==> config.mk <==
export PLATFORM = sky130hd
export DESIGN_NAME = cond_branch_link_break_unit
export DESIGN_NICKNAME = d
export VERILOG_FILES = /design/src/cond_branch_pkg.sv /design/src/insn_field_decoder.sv /design/src/cond_branch_link_break_unit.sv
export VERILOG_INCLUDE_DIRS = /design/src /design/src/src
export SDC_FILE = /design/constraint.sdc
export NUM_CORES = 1
export LEC_CHECK = 0
export ABC_AREA = 1
export CAP_MARGIN = 0
export CELL_PAD_IN_SITES_DETAIL_PLACEMENT = 0
export CELL_PAD_IN_SITES_GLOBAL_PLACEMENT = 1
export CORE_UTILIZATION = 47
export CTS_CLUSTER_SIZE = 40
export DETAILED_ROUTE_END_ITERATION = 12
export DONT_BUFFER_PORTS = 1
export PLACE_DENSITY_LB_ADDON = 0.25
export SLEW_MARGIN = 10
export SYNTH_ARGS = -nofsm -noshare
export SYNTH_HDL_FRONTEND = slang
export SYNTH_HIERARCHICAL = 1
export SYNTH_SLANG_ARGS = --single-unit
==> constraint.sdc <==
create_clock -name clk_i -period 5.4 [get_ports clk_i]
set_input_delay 0.27 -clock clk_i [delete_from_list [all_inputs] [get_ports clk_i]]
set_output_delay 0.27 -clock clk_i [all_outputs]
set_load 0.01 [all_outputs]
==> src/cond_branch_map.svh <==
// Opcode patterns, field positions and constants for the branch and break unit
`ifndef COND_BRANCH_MAP_SVH
`define COND_BRANCH_MAP_SVH

`define OP_MSB            31
`define OP_LSB            26
`define FS_MSB            25
`define FS_LSB            21
`define SS_MSB            20
`define SS_LSB            16
`define OFF_MSB           15
`define FUNC_MSB          5
`define OP_SPECIAL        6'h00
`define OP_REG_IMM_GROUP  6'h01
`define OP_BR_NE          6'h05
`define OP_BR_NE_LIKELY   6'h15
`define SUB_NEG_LIKELY    5'h02
`define SUB_NEG_LINK      5'h10
`define SUB_NEG_LINK_LKLY 5'h12
`define FUNC_BREAK        6'h0d
`define LINK_REG          5'h1f
`define LINK_STEP         32'h0000_0008
`define SLOT_STEP         32'h0000_0004

`endif

==> src/cond_branch_pkg.sv <==
// Types shared by the branch and break unit
package cond_branch_pkg;

    typedef enum logic [5:0]
    {
        op_none                       = 6'h00,
        op_branch_neg_and_link        = 6'h01,
        op_branch_neg_and_link_likely = 6'h02,
        op_branch_neg_likely          = 6'h04,
        op_branch_not_equal           = 6'h08,
        op_branch_not_equal_likely    = 6'h10,
        op_breakpoint                 = 6'h20
    } op_kind_t;

    typedef enum logic [2:0]
    {
        st_idle = 3'b001,
        st_slot = 3'b010,
        st_trap = 3'b100
    } slot_state_t;

endpackage

==> src/insn_field_decoder.sv <==
// Instruction word decoder for the branch and break group
`timescale 1ns/1ps
`include "cond_branch_map.svh"

module insn_field_decoder
    import cond_branch_pkg::*;
(
    input  wire logic [31:0] insn_i,
    input  wire logic        level2_en_i,
    output op_kind_t         kind_o,
    output logic             reserved_o,
    output logic [4:0]       first_source_field_o,
    output logic [4:0]       second_source_field_o,
    output logic [15:0]      offset_o
);

    logic [5:0] opc;
    logic [4:0] sub;
    logic [5:0] fn;

    assign opc                   = insn_i[`OP_MSB:`OP_LSB];
    assign sub                   = insn_i[`SS_MSB:`SS_LSB];
    assign fn                    = insn_i[`FUNC_MSB:0];
    assign first_source_field_o  = insn_i[`FS_MSB:`FS_LSB];
    assign second_source_field_o = sub;
    assign offset_o              = insn_i[`OFF_MSB:0];

    always_comb
    begin
        kind_o     = op_none;
        reserved_o = 1'b0;
        if (opc == `OP_REG_IMM_GROUP && sub == `SUB_NEG_LINK)
        begin
            kind_o = op_branch_neg_and_link;
        end
        else if (opc == `OP_REG_IMM_GROUP && sub == `SUB_NEG_LINK_LKLY)
        begin
            kind_o = op_branch_neg_and_link_likely;
        end
        else if (opc == `OP_REG_IMM_GROUP && sub == `SUB_NEG_LIKELY)
        begin
            kind_o = op_branch_neg_likely;
        end
        else if (opc == `OP_BR_NE)
        begin
            kind_o = op_branch_not_equal;
        end
        else if (opc == `OP_BR_NE_LIKELY)
        begin
            kind_o = op_branch_not_equal_likely;
        end
        else if (opc == `OP_SPECIAL && fn == `FUNC_BREAK)
        begin
            kind_o = op_breakpoint;
        end
        // Likely forms without second level support
        if (!level2_en_i && (kind_o == op_branch_neg_and_link_likely ||
            kind_o == op_branch_neg_likely || kind_o == op_branch_not_equal_likely))
        begin
            kind_o     = op_none;
            reserved_o = 1'b1;
        end
    end

endmodule

==> src/cond_branch_link_break_unit.sv <==
// Execute logic for conditional branches with link and the breakpoint trap
`timescale 1ns/1ps
`include "cond_branch_map.svh"

module cond_branch_link_break_unit
    import cond_branch_pkg::*;
(
    input  wire logic        clk_i,
    input  wire logic        reset_i,
    input  wire logic        insn_valid_i,
    input  wire logic [31:0] insn_i,
    input  wire logic [31:0] insn_pc_i,
    input  wire logic [31:0] first_source_data_i,
    input  wire logic [31:0] second_source_data_i,
    input  wire logic        level2_en_i,
    input  wire logic        slot_exception_i,
    output logic [4:0]       first_source_field_o,
    output logic [4:0]       second_source_field_o,
    output logic             link_we_o,
    output logic [4:0]       link_addr_o,
    output logic [31:0]      link_data_o,
    output logic             redirect_o,
    output logic [31:0]      redirect_pc_o,
    output logic             nullify_slot_o,
    output logic             in_delay_slot_o,
    output logic             breakpoint_exc_o,
    output logic             reserved_exc_o,
    output logic [31:0]      exc_pc_o,
    output logic             exc_in_slot_o
);

    ////////////////////////////////////////////////////////////////////////
    // Decode

    op_kind_t    kind;
    logic        reserved;
    logic [4:0]  fs_field;
    logic [4:0]  ss_field;
    logic [15:0] offset;

    insn_field_decoder u_dec
    (
        .insn_i                (insn_i),
        .level2_en_i           (level2_en_i),
        .kind_o                (kind),
        .reserved_o            (reserved),
        .first_source_field_o  (fs_field),
        .second_source_field_o (ss_field),
        .offset_o              (offset)
    );

    assign first_source_field_o  = fs_field;
    assign second_source_field_o = ss_field;

    function automatic logic [31:0] branch_target(input logic [31:0] pc,
                                                 input logic [15:0] off);
        logic [31:0] ext;
        ext = {{14{off[15]}}, off, 2'b00};
        return pc + `SLOT_STEP + ext;
    endfunction

    ////////////////////////////////////////////////////////////////////////
    // Condition

    logic is_link;
    logic is_likely;
    logic is_branch;
    logic cond;
    logic issue;

    assign is_link   = (kind == op_branch_neg_and_link) ||
                       (kind == op_branch_neg_and_link_likely);
    assign is_likely = (kind == op_branch_neg_and_link_likely) ||
                       (kind == op_branch_neg_likely) ||
                       (kind == op_branch_not_equal_likely);
    assign is_branch = (kind != op_none) && (kind != op_breakpoint);

    always_comb
    begin
        if (kind == op_branch_not_equal || kind == op_branch_not_equal_likely)
        begin
            cond = (first_source_data_i != second_source_data_i);
        end
        else
        begin
            cond = first_source_data_i[31];
        end
    end

    ////////////////////////////////////////////////////////////////////////
    // Delay slot sequencing

    slot_state_t state_r;
    slot_state_t state_nxt;
    logic        taken_r;
    logic        likely_r;
    logic [31:0] target_r;
    logic [31:0] branch_pc_r;

    // Only accept new instructions in the idle state, not in a pending slot or the trap cycle
    assign issue = insn_valid_i && (state_r == st_idle);

    always_comb
    begin
        state_nxt = state_r;
        case (state_r)
            st_idle:
            begin
                if (issue && kind == op_breakpoint)
                begin
                    state_nxt = st_trap;
                end
                else if (issue && is_branch)
                begin
                    state_nxt = st_slot;
                end
            end
            st_slot:
            begin
                if (insn_valid_i || slot_exception_i)
                begin
                    state_nxt = st_idle;
                end
            end
            st_trap:
            begin
                state_nxt = st_idle;
            end
            default:
            begin
                state_nxt = st_idle;
            end
        endcase
    end

    always_ff @(posedge clk_i or posedge reset_i)
    begin
        if (reset_i)
        begin
            state_r <= st_idle;
        end
        else
        begin
            state_r <= state_nxt;
        end
    end

    always_ff @(posedge clk_i or posedge reset_i)
    begin
        if (reset_i)
        begin
            taken_r     <= 1'b0;
            likely_r    <= 1'b0;
            target_r    <= 32'h0000_0000;
            branch_pc_r <= 32'h0000_0000;
        end
        else if (issue && is_branch)
        begin
            taken_r     <= cond;
            likely_r    <= is_likely;
            target_r    <= branch_target(insn_pc_i, offset);
            branch_pc_r <= insn_pc_i;
        end
    end

    ////////////////////////////////////////////////////////////////////////
    // Link write

    always_ff @(posedge clk_i or posedge reset_i)
    begin
        if (reset_i)
        begin
            link_we_o   <= 1'b0;
            link_addr_o <= 5'h00;
            link_data_o <= 32'h0000_0000;
        end
        else
        begin
            link_we_o   <= issue && is_link;
            link_addr_o <= `LINK_REG;
            link_data_o <= insn_pc_i + `LINK_STEP;
        end
    end

    ////////////////////////////////////////////////////////////////////////
    // Redirect and nullify at the delay slot

    logic slot_done;

    assign slot_done = (state_r == st_slot) && insn_valid_i && !slot_exception_i;

    always_ff @(posedge clk_i or posedge reset_i)
    begin
        if (reset_i)
        begin
            redirect_o      <= 1'b0;
            redirect_pc_o   <= 32'h0000_0000;
            nullify_slot_o  <= 1'b0;
            in_delay_slot_o <= 1'b0;
        end
        else
        begin
            redirect_o      <= slot_done && taken_r;
            redirect_pc_o   <= target_r;
            nullify_slot_o  <= slot_done && likely_r && !taken_r;
            in_delay_slot_o <= (state_nxt == st_slot);
        end
    end

    ////////////////////////////////////////////////////////////////////////
    // Exceptions

    always_ff @(posedge clk_i or posedge reset_i)
    begin
        if (reset_i)
        begin
            breakpoint_exc_o <= 1'b0;
            reserved_exc_o   <= 1'b0;
            exc_pc_o         <= 32'h0000_0000;
            exc_in_slot_o    <= 1'b0;
        end
        else
        begin
            // No code field is carried on any exception output
            breakpoint_exc_o <= issue && (kind == op_breakpoint);
            reserved_exc_o   <= issue && reserved;
            exc_in_slot_o    <= (state_r == st_slot) && slot_exception_i;
            if ((state_r == st_slot) && slot_exception_i)
            begin
                exc_pc_o <= branch_pc_r;
            end
            else if (issue)
            begin
                exc_pc_o <= insn_pc_i;
            end
        end
    end

endmodule

# Word level (Yosys, flattened, before mapping)
# Index checks and enable logic that the tools add are counted.
word_totals:
  regBits: 173
  elab_cells: 85
op_classes:
  n_reduce_logical: 30
  muxes: 15
  add_sub_neg: 3
  n_eq_ne: 21
op_table:
  columns: ["op", "n"]
  rows:
  - ["two-way mux 32 bit", 2]
  - ["two-way mux 6 bit", 7]
  - ["adder 32 x 3 -> 32 bit, second input constant", 1]
  - ["adder 32 bit", 1]
  - ["adder 32 x 4 -> 32 bit, second input constant", 1]
  - ["!= test 32 bit", 1]
  - ["== test 6 x 3 -> 1 bit, second input constant", 3]
  - ["== test 6 x 5 -> 1 bit, second input constant", 3]
  - ["logical AND 1 bit", 17]
  - ["== test 6 x 1 -> 1 bit, second input constant", 2]
  - ["== test 6 x 2 -> 1 bit, second input constant", 2]
  - ["== test 6 x 4 -> 1 bit, second input constant", 2]
  - ["== test 5 bit, second input constant", 2]
  - ["two-way mux 3 bit", 3]
  - ["logical OR 1 bit", 7]
  - ["== test 3 x 2 -> 1 bit, second input constant", 2]
  - ["== test 6 bit, second input constant", 1]
  - ["logical NOT 6 bit", 1]
  - ["!= test 6 bit, second input constant", 1]
  - ["case mux 3 bit (2 select lines)", 1]
  - ["nonzero test 6 bit", 1]
  - ["== test 5 x 2 -> 1 bit, second input constant", 1]
  - ["== test 3 x 1 -> 1 bit, second input constant", 1]
  - ["logical NOT 1 bit", 3]
  - ["2 further kinds", 3]

# Logic depth before layout (Yosys ltp)
depth:
  ltp_word: 20
  ltp_mapped: 18

# Hierarchy
# Netlist, hierarchy kept.
by_module_without_submodules:
  columns: ["module", "instances", "seq_area_each_um2", "area_per_inst_um2", "cells_per_inst"]
  rows:
  - ["cond_branch_link_break_unit", 1, 4280.4, 9527.9, 1196]
  - ["insn_field_decoder", 1, 0.0, 444.2, 72]

# Least setup slack after synthesis
# No wires, ideal clock.
synth_timing:
  kind: "input -> register"
  from: "input port insn_i[1]"
  to: "register target_r[31]"
  arrival_time_ns: 1.977
  cell_stages: 15
  required_time_ns: 5.282
  path_slack_ns: 3.305
  path_cell_list: "buf_4 ha_1 ha_1 inv_1 fa_1 inv_1 nand3_1 nand3_1 nand3_1 nand3_1 nand2_1 nand2_1 nand2_1 nand3_1 nand2_1"
synth_via:
  elab_chain_cells: 16
synth_rtl:
  columns: ["element", "line_no", "rtl"]
  rows:
  - ["start: declaration", "cond_branch_link_break_unit.sv:11", "input wire logic [31:0] insn_i,"]
  - ["== test 6 x 4 -> 1 bit (no source line)", null, null]
  - ["logical AND 1 bit (no source line)", null, null]
  - ["two-way mux 6 bit", "insn_field_decoder.sv:52", "else if (opc == `OP_SPECIAL && fn == `FUNC_BREAK)"]
  - ["two-way mux 6 bit", "insn_field_decoder.sv:48", "else if (opc == `OP_BR_NE_LIKELY)"]
  - ["two-way mux 6 bit", "insn_field_decoder.sv:44", "else if (opc == `OP_BR_NE)"]
  - ["two-way mux 6 bit", "insn_field_decoder.sv:40", "else if (opc == `OP_REG_IMM_GROUP && sub == `SUB_NEG_LIKELY)"]
  - ["two-way mux 6 bit", "insn_field_decoder.sv:36", "else if (opc == `OP_REG_IMM_GROUP && sub == `SUB_NEG_LINK_LKLY)"]
  - ["two-way mux 6 bit", "insn_field_decoder.sv:32", "if (opc == `OP_REG_IMM_GROUP && sub == `SUB_NEG_LINK)"]
  - ["== test 6 x 2 -> 1 bit / == test 6 x 3 -> 1 bit (equally long branches)", "insn_field_decoder.sv:57, insn_field_decoder.sv:58", null]
  - ["logical OR 1 bit", "insn_field_decoder.sv:57", "if (!level2_en_i && (kind_o == op_branch_neg_and_link_likely ||"]
  - ["logical OR 1 bit", "insn_field_decoder.sv:58", "kind_o == op_branch_neg_likely || kind_o == op_branch_not_equal_likely))"]
  - ["logical AND 1 bit", "insn_field_decoder.sv:57", null]
  - ["two-way mux 6 bit", "insn_field_decoder.sv:57", null]
  - ["!= test 6 bit / nonzero test 6 bit (equally long branches)", "cond_branch_link_break_unit.sv:76", "assign is_branch = (kind != op_none) && (kind != op_breakpoint);"]
  - ["logical AND 1 bit", "cond_branch_link_break_unit.sv:76", null]
  - ["logical AND 1 bit", "cond_branch_link_break_unit.sv:157", "else if (issue && is_branch)"]
  - ["end signal: assignment", "cond_branch_link_break_unit.sv:161", "target_r <= branch_target(insn_pc_i, offset);"]
  - ["end: declaration", "cond_branch_link_break_unit.sv:97", "logic [31:0] target_r;"]
# Several ways; a longest one is shown, not always the timed one.
# A chain may end at the register's enable or synchronous reset.

# Worst setup path after layout
layout_timing:
  from: "register state_r[0]"
  to: "register state_r[0]"
layout_via:
  elab_chain_cells: 6
layout_rtl:
  columns: ["element", "line_no", "rtl"]
  rows:
  - ["start: declaration", "cond_branch_link_break_unit.sv:93", "slot_state_t state_r;"]
  - ["start signal: assignment", "cond_branch_link_break_unit.sv:140", "state_r <= st_idle;"]
  - ["start signal: assignment", "cond_branch_link_break_unit.sv:144", "state_r <= state_nxt;"]
  - ["== test 3 x 1 -> 1 bit", "cond_branch_link_break_unit.sv:101, cond_branch_link_break_unit.sv:106", null]
  - ["logical AND 1 bit", "cond_branch_link_break_unit.sv:101", "assign issue = insn_valid_i && (state_r == st_idle);"]
  - ["logical AND 1 bit", "cond_branch_link_break_unit.sv:113", "else if (issue && is_branch)"]
  - ["two-way mux 3 bit", "cond_branch_link_break_unit.sv:113", null]
  - ["two-way mux 3 bit", "cond_branch_link_break_unit.sv:109", "if (issue && kind == op_breakpoint)"]
  - ["case mux 3 bit (2 select lines) (*)", "cond_branch_link_break_unit.sv:106", "case (state_r)"]
  - ["net state_nxt[0]", "cond_branch_link_break_unit.sv:94", "slot_state_t state_nxt;"]
# The timed path passes the listed nets; every way through them passes the cells marked *.

==> results.txt <==
The flow ran to the end, and the final reports show no timing, DRC or antenna violations. For this design the static power due to leakage is 0.005680 uW. The tool flagged a number of max-cap violations equal to 0. Walking the worst path, the cells encountered are nand3b_1 > nor2_4 > inv_2 > nor3_1 > o31ai_1.

The proportion of synthesized flip-flops having asynchronous set or reset is 100.0%, and the remaining max-slew budget at the tightest pin is 33.31%. The maximum number of buffers from clock root to sink is 2, and the achievable clock frequency is 394.0 MHz. The number of synthesis warnings is 6. The total buffers and inverters traversed by the critical path was 1; the total detailed-routing wirelength was 25,680 um. The clock-pin slew on the worst setup and hold paths is 0.07 ns, and the detailed-placement wirelength estimate is 18,520 um.

The logs give 1,966 for the total of fill cells in the finished design and 0.004280 mm2 for the register area. The first global-routing pass estimated 42,340 um of wire. Yosys attributes the largest share of cell area to sky130_fd_sc_hd__dfrtp_1, sky130_fd_sc_hd__nand2_1, sky130_fd_sc_hd__ha_1.

The number of different library cells used by synthesis comes to 38. The slowest stage of the critical path belongs to the cell sky130_fd_sc_hd__nor2_4. The footprint of the multi-input gates was 0.004708 mm2; the relative area change from synthesis to final layout was 8.582%. Setup violations remaining at the end of the flow were counted as 0. The net count of the finished layout is 1,448. The run gives 5 as the iteration count of the initial detailed-routing pass. The longest individual stage delay on the worst path is 0.74 ns, and the total grt overflow is 0. TritonCTS built the clock tree.

The power per cell area is 344.6 mW/mm2, and the total chip power is 3732 uW. Setup repair after global routing left no endpoint under its margin. Dividing the detail-routed via count by the number of cells gives 5.112.

The placed instance area was 0.009970 mm2. The number of gates resized after CTS was 0. The share of synthesized area in the top cell type comes to 42.66%. The number of violations reported at the end of detailed-routing iteration 0 was 527; the critical path data required time was 5.74 ns.

The die width is 147.7 um. The tools report the peak supply drop as 0.2043 mV. Of the synthesized area, sequential elements account for 42.92%. The number of buffers inserted by port buffering came out at 0. Kind of capture point of the worst setup path: a flop. Clock skew on the completed layout was measured at 0.01002 ns. Among all flip-flop cells after synthesis, the most frequent one is sky130_fd_sc_hd__dfrtp_1.

The area of all placed cells without fillers came out at 0.01083 mm2. The average size of a mapped cell is 7.864 um2. The initial antenna violation count is 1.

In this run the standard cell core region covers 0.02049 mm2. Of the cells placed in the final design, the portion with a size suffix greater than 1 is 6.462%. The die is 147.7 um tall. The worst register-to-register path begins at state_r[0].

During I/O placement, the number of pins put on the boundary was 251. The logs give 0 for the post-route DRC violation count and 0 for the final max-slew violation count. At the pin with the least slew margin, the transition time is 1.000 ns. The number of storage elements in the synthesis netlist was 171. Yosys instantiated no cell more often than sky130_fd_sc_hd__nand2_1. The clock drives 171 sinks. For the number of buffers created by CTS, the log shows 17. After clock tree synthesis, the flow added hold-fix buffers numbering 23. The tools report the worst-skew pair later-pin latency as 0.44 ns. The worst hold path belongs to the class in2reg. In this run the worst setup path begins at state_r[0].

The worst endpoint data arrival time is 2.88 ns, and the count of flip-flops with a built-in enable after synthesis is 0. The logs give 0.8677 for the final weighted congestion of routability-driven global placement and 2.86 ns for the setup slack of the most critical reg-to-reg path. The tools report the area of the die as 0.02180 mm2.

The cell family with the largest share of critical-path delay is simple AND/OR/NAND/NOR gates. The worst path in the final design needs a cycle of 2.538 ns, including I/O delays and setup. The biggest fanout along the worst timing path was 36. In the finished design, the share of the clock period the worst path needs comes to 47.00%. The level count of the clock H-tree was 4; the worst-case reg-to-reg path depth was 5. The critical path is of the reg2reg type. Following the worst setup path forward leads to its endpoint at state_r[0]. After detailed routing, the average wire length per cell comes to 16.67 um.

The number of global-route vias before repair was 7,927; the combined area of all synthesized cells was 0.009972 mm2. sky130_fd_sc_hd__dfrtp_1 takes more of the synthesized area than any other cell. Count of cell instances traversed by the critical path: 5. The final count of hold timing violations came out at 0. For the aggregate global-route resource usage, the log shows 24.88%. After routing, the total negative slack on setup checks comes to 0 ns. The run gives 103 as the pin count of the biggest net entering global routing.

Once detail routing completed, the nets flagged for antenna violations numbered 0. The row count was 52. The startpoint type of the worst setup path is a flop.

By count the netlist is led by sky130_fd_sc_hd__nand2_1, sky130_fd_sc_hd__dfrtp_1, sky130_fd_sc_hd__inv_1. The number of nets handed over by synthesis was 1,460. Clock tree synthesis selected as its root buffer the cell sky130_fd_sc_hd__clkbuf_16.

The worst register-to-register path ends at state_r[0]. The routed layout has 7,872 vias. The cell count after synthesis came out at 1,268. After clock tree synthesis, the setup repair step added 0 buffers.

For this configuration, the core starts out at a cell density of 48.66%.
[worst min-delay path by stage]
stage                              from              end  slack (ns)  cells after the start
after floorplan            insn_pc_i[0]   link_data_o[0]        0.30                      0
after global placement          reset_i     exc_pc_o[20]        0.28                      1
after detailed placement        reset_i     exc_pc_o[20]        0.28                      1
after CTS                  insn_pc_i[9]   branch_pc_r[9]      0.0001                      2
after global routing      insn_pc_i[21]  link_data_o[23]      0.0006                      2
final                     insn_pc_i[31]  branch_pc_r[31]       0.005                      2
[cells in the final DEF, fill, tap and decap left out, types with 2 or more instances in the layout]
cell and count:
sky130_fd_sc_hd__nand3_2 3, sky130_fd_sc_hd__nand4_1 13, sky130_fd_sc_hd__xor2_1 36, sky130_fd_sc_hd__inv_6 3
sky130_fd_sc_hd__inv_2 10, sky130_fd_sc_hd__nand2_1 355, sky130_fd_sc_hd__dfrtp_1 170, sky130_fd_sc_hd__nor3_2 4
sky130_fd_sc_hd__nand2_4 2, sky130_fd_sc_hd__clkinv_4 3, sky130_fd_sc_hd__xnor2_1 31, sky130_fd_sc_hd__nand2_2 6
sky130_fd_sc_hd__clkbuf_16 17, sky130_fd_sc_hd__nand3b_1 8, sky130_fd_sc_hd__a21oi_1 50, sky130_fd_sc_hd__o21ai_1 30
sky130_fd_sc_hd__clkinv_8 3, sky130_fd_sc_hd__nor4_1 4, sky130_fd_sc_hd__nor2_2 8, sky130_fd_sc_hd__nor3_1 18
sky130_fd_sc_hd__ha_1 58, sky130_fd_sc_hd__nor2_1 99, sky130_fd_sc_hd__inv_8 5, sky130_fd_sc_hd__o21ai_0 47
sky130_fd_sc_hd__inv_1 151, sky130_fd_sc_hd__buf_4 4, sky130_fd_sc_hd__dlygate4sd3_1 26, sky130_fd_sc_hd__nor2_4 7
sky130_fd_sc_hd__nand3_1 84
[registers in the layout (all words and copies together) (netlist names), 3 cells and up]
register	cells
target_r	32
redirect_pc_o	32
link_data_o	32
exc_pc_o	32
state_r	3
branch_pc_r	30
[through the flow]
stage          setup WS [ns]  std cells  hold slack, ns  utilization (%)
2_1_floorplan         0.4999       1268          0.3014                -
3_5_place_dp           2.828       1481          0.2845            48.64
6_report               2.862       1540        0.005408            52.83
5_1_grt                2.683       1539       0.0005959            52.82
4_1_cts                2.852       1536       0.0001197            52.67
3_3_place_gp           2.893       1481          0.2756            48.64
[worst register-to-register path, cell delays in order (launching register included)]
cell and delay, ns:
sky130_fd_sc_hd__dfstp_2 0.53, sky130_fd_sc_hd__nand3b_1 0.15, sky130_fd_sc_hd__nor2_4 0.74, sky130_fd_sc_hd__inv_2 0.54, sky130_fd_sc_hd__nor3_1 0.38, sky130_fd_sc_hd__o31ai_1 0.10
[report_power, final]
part,switching (uW),leakage [uW],internal (uW)
Sequential,247,0.00217,1570
Combinational,402,0.00321,258
Clock,623,0.000293,627
Total,1270,0.00568,2460
[cell families after synthesis]
group	count (synthesis)	share of synthesized area, %
XOR/XNOR	67	5.885
adder cells (fa/ha/maj)	59	7.478
flip-flops	171	42.92
AND/OR/NAND/NOR	616	27.04
buffers and inverters	223	9.962
AO/OA/AOI/OAI	131	6.675
other	1	0.03761
[layer usage]
metal	GRT usage, %	vias to the layer above	part of all wire (%)	wire, um
met3	5.648	22	6.1	1574
met4	5.979	0	1.2	306
met1	35.58	3670	48	12220
li1	-	3963	-	-
met5	0	-	0	0
met2	38.21	217	45	11580
[cell type report]
type,instances,share of cell area (%)
Clock inverter,15,1.572
Clock buffer,17,3.929
Timing Repair Buffer,30,2.681
Tap cell,270,3.120
Multi-Input combinational cell,874,43.48
Inverter,162,5.662
Sequential cell,171,39.53
Antenna cell,1,0.02311
Note: power is estimated with default switching activity, not from simulation.
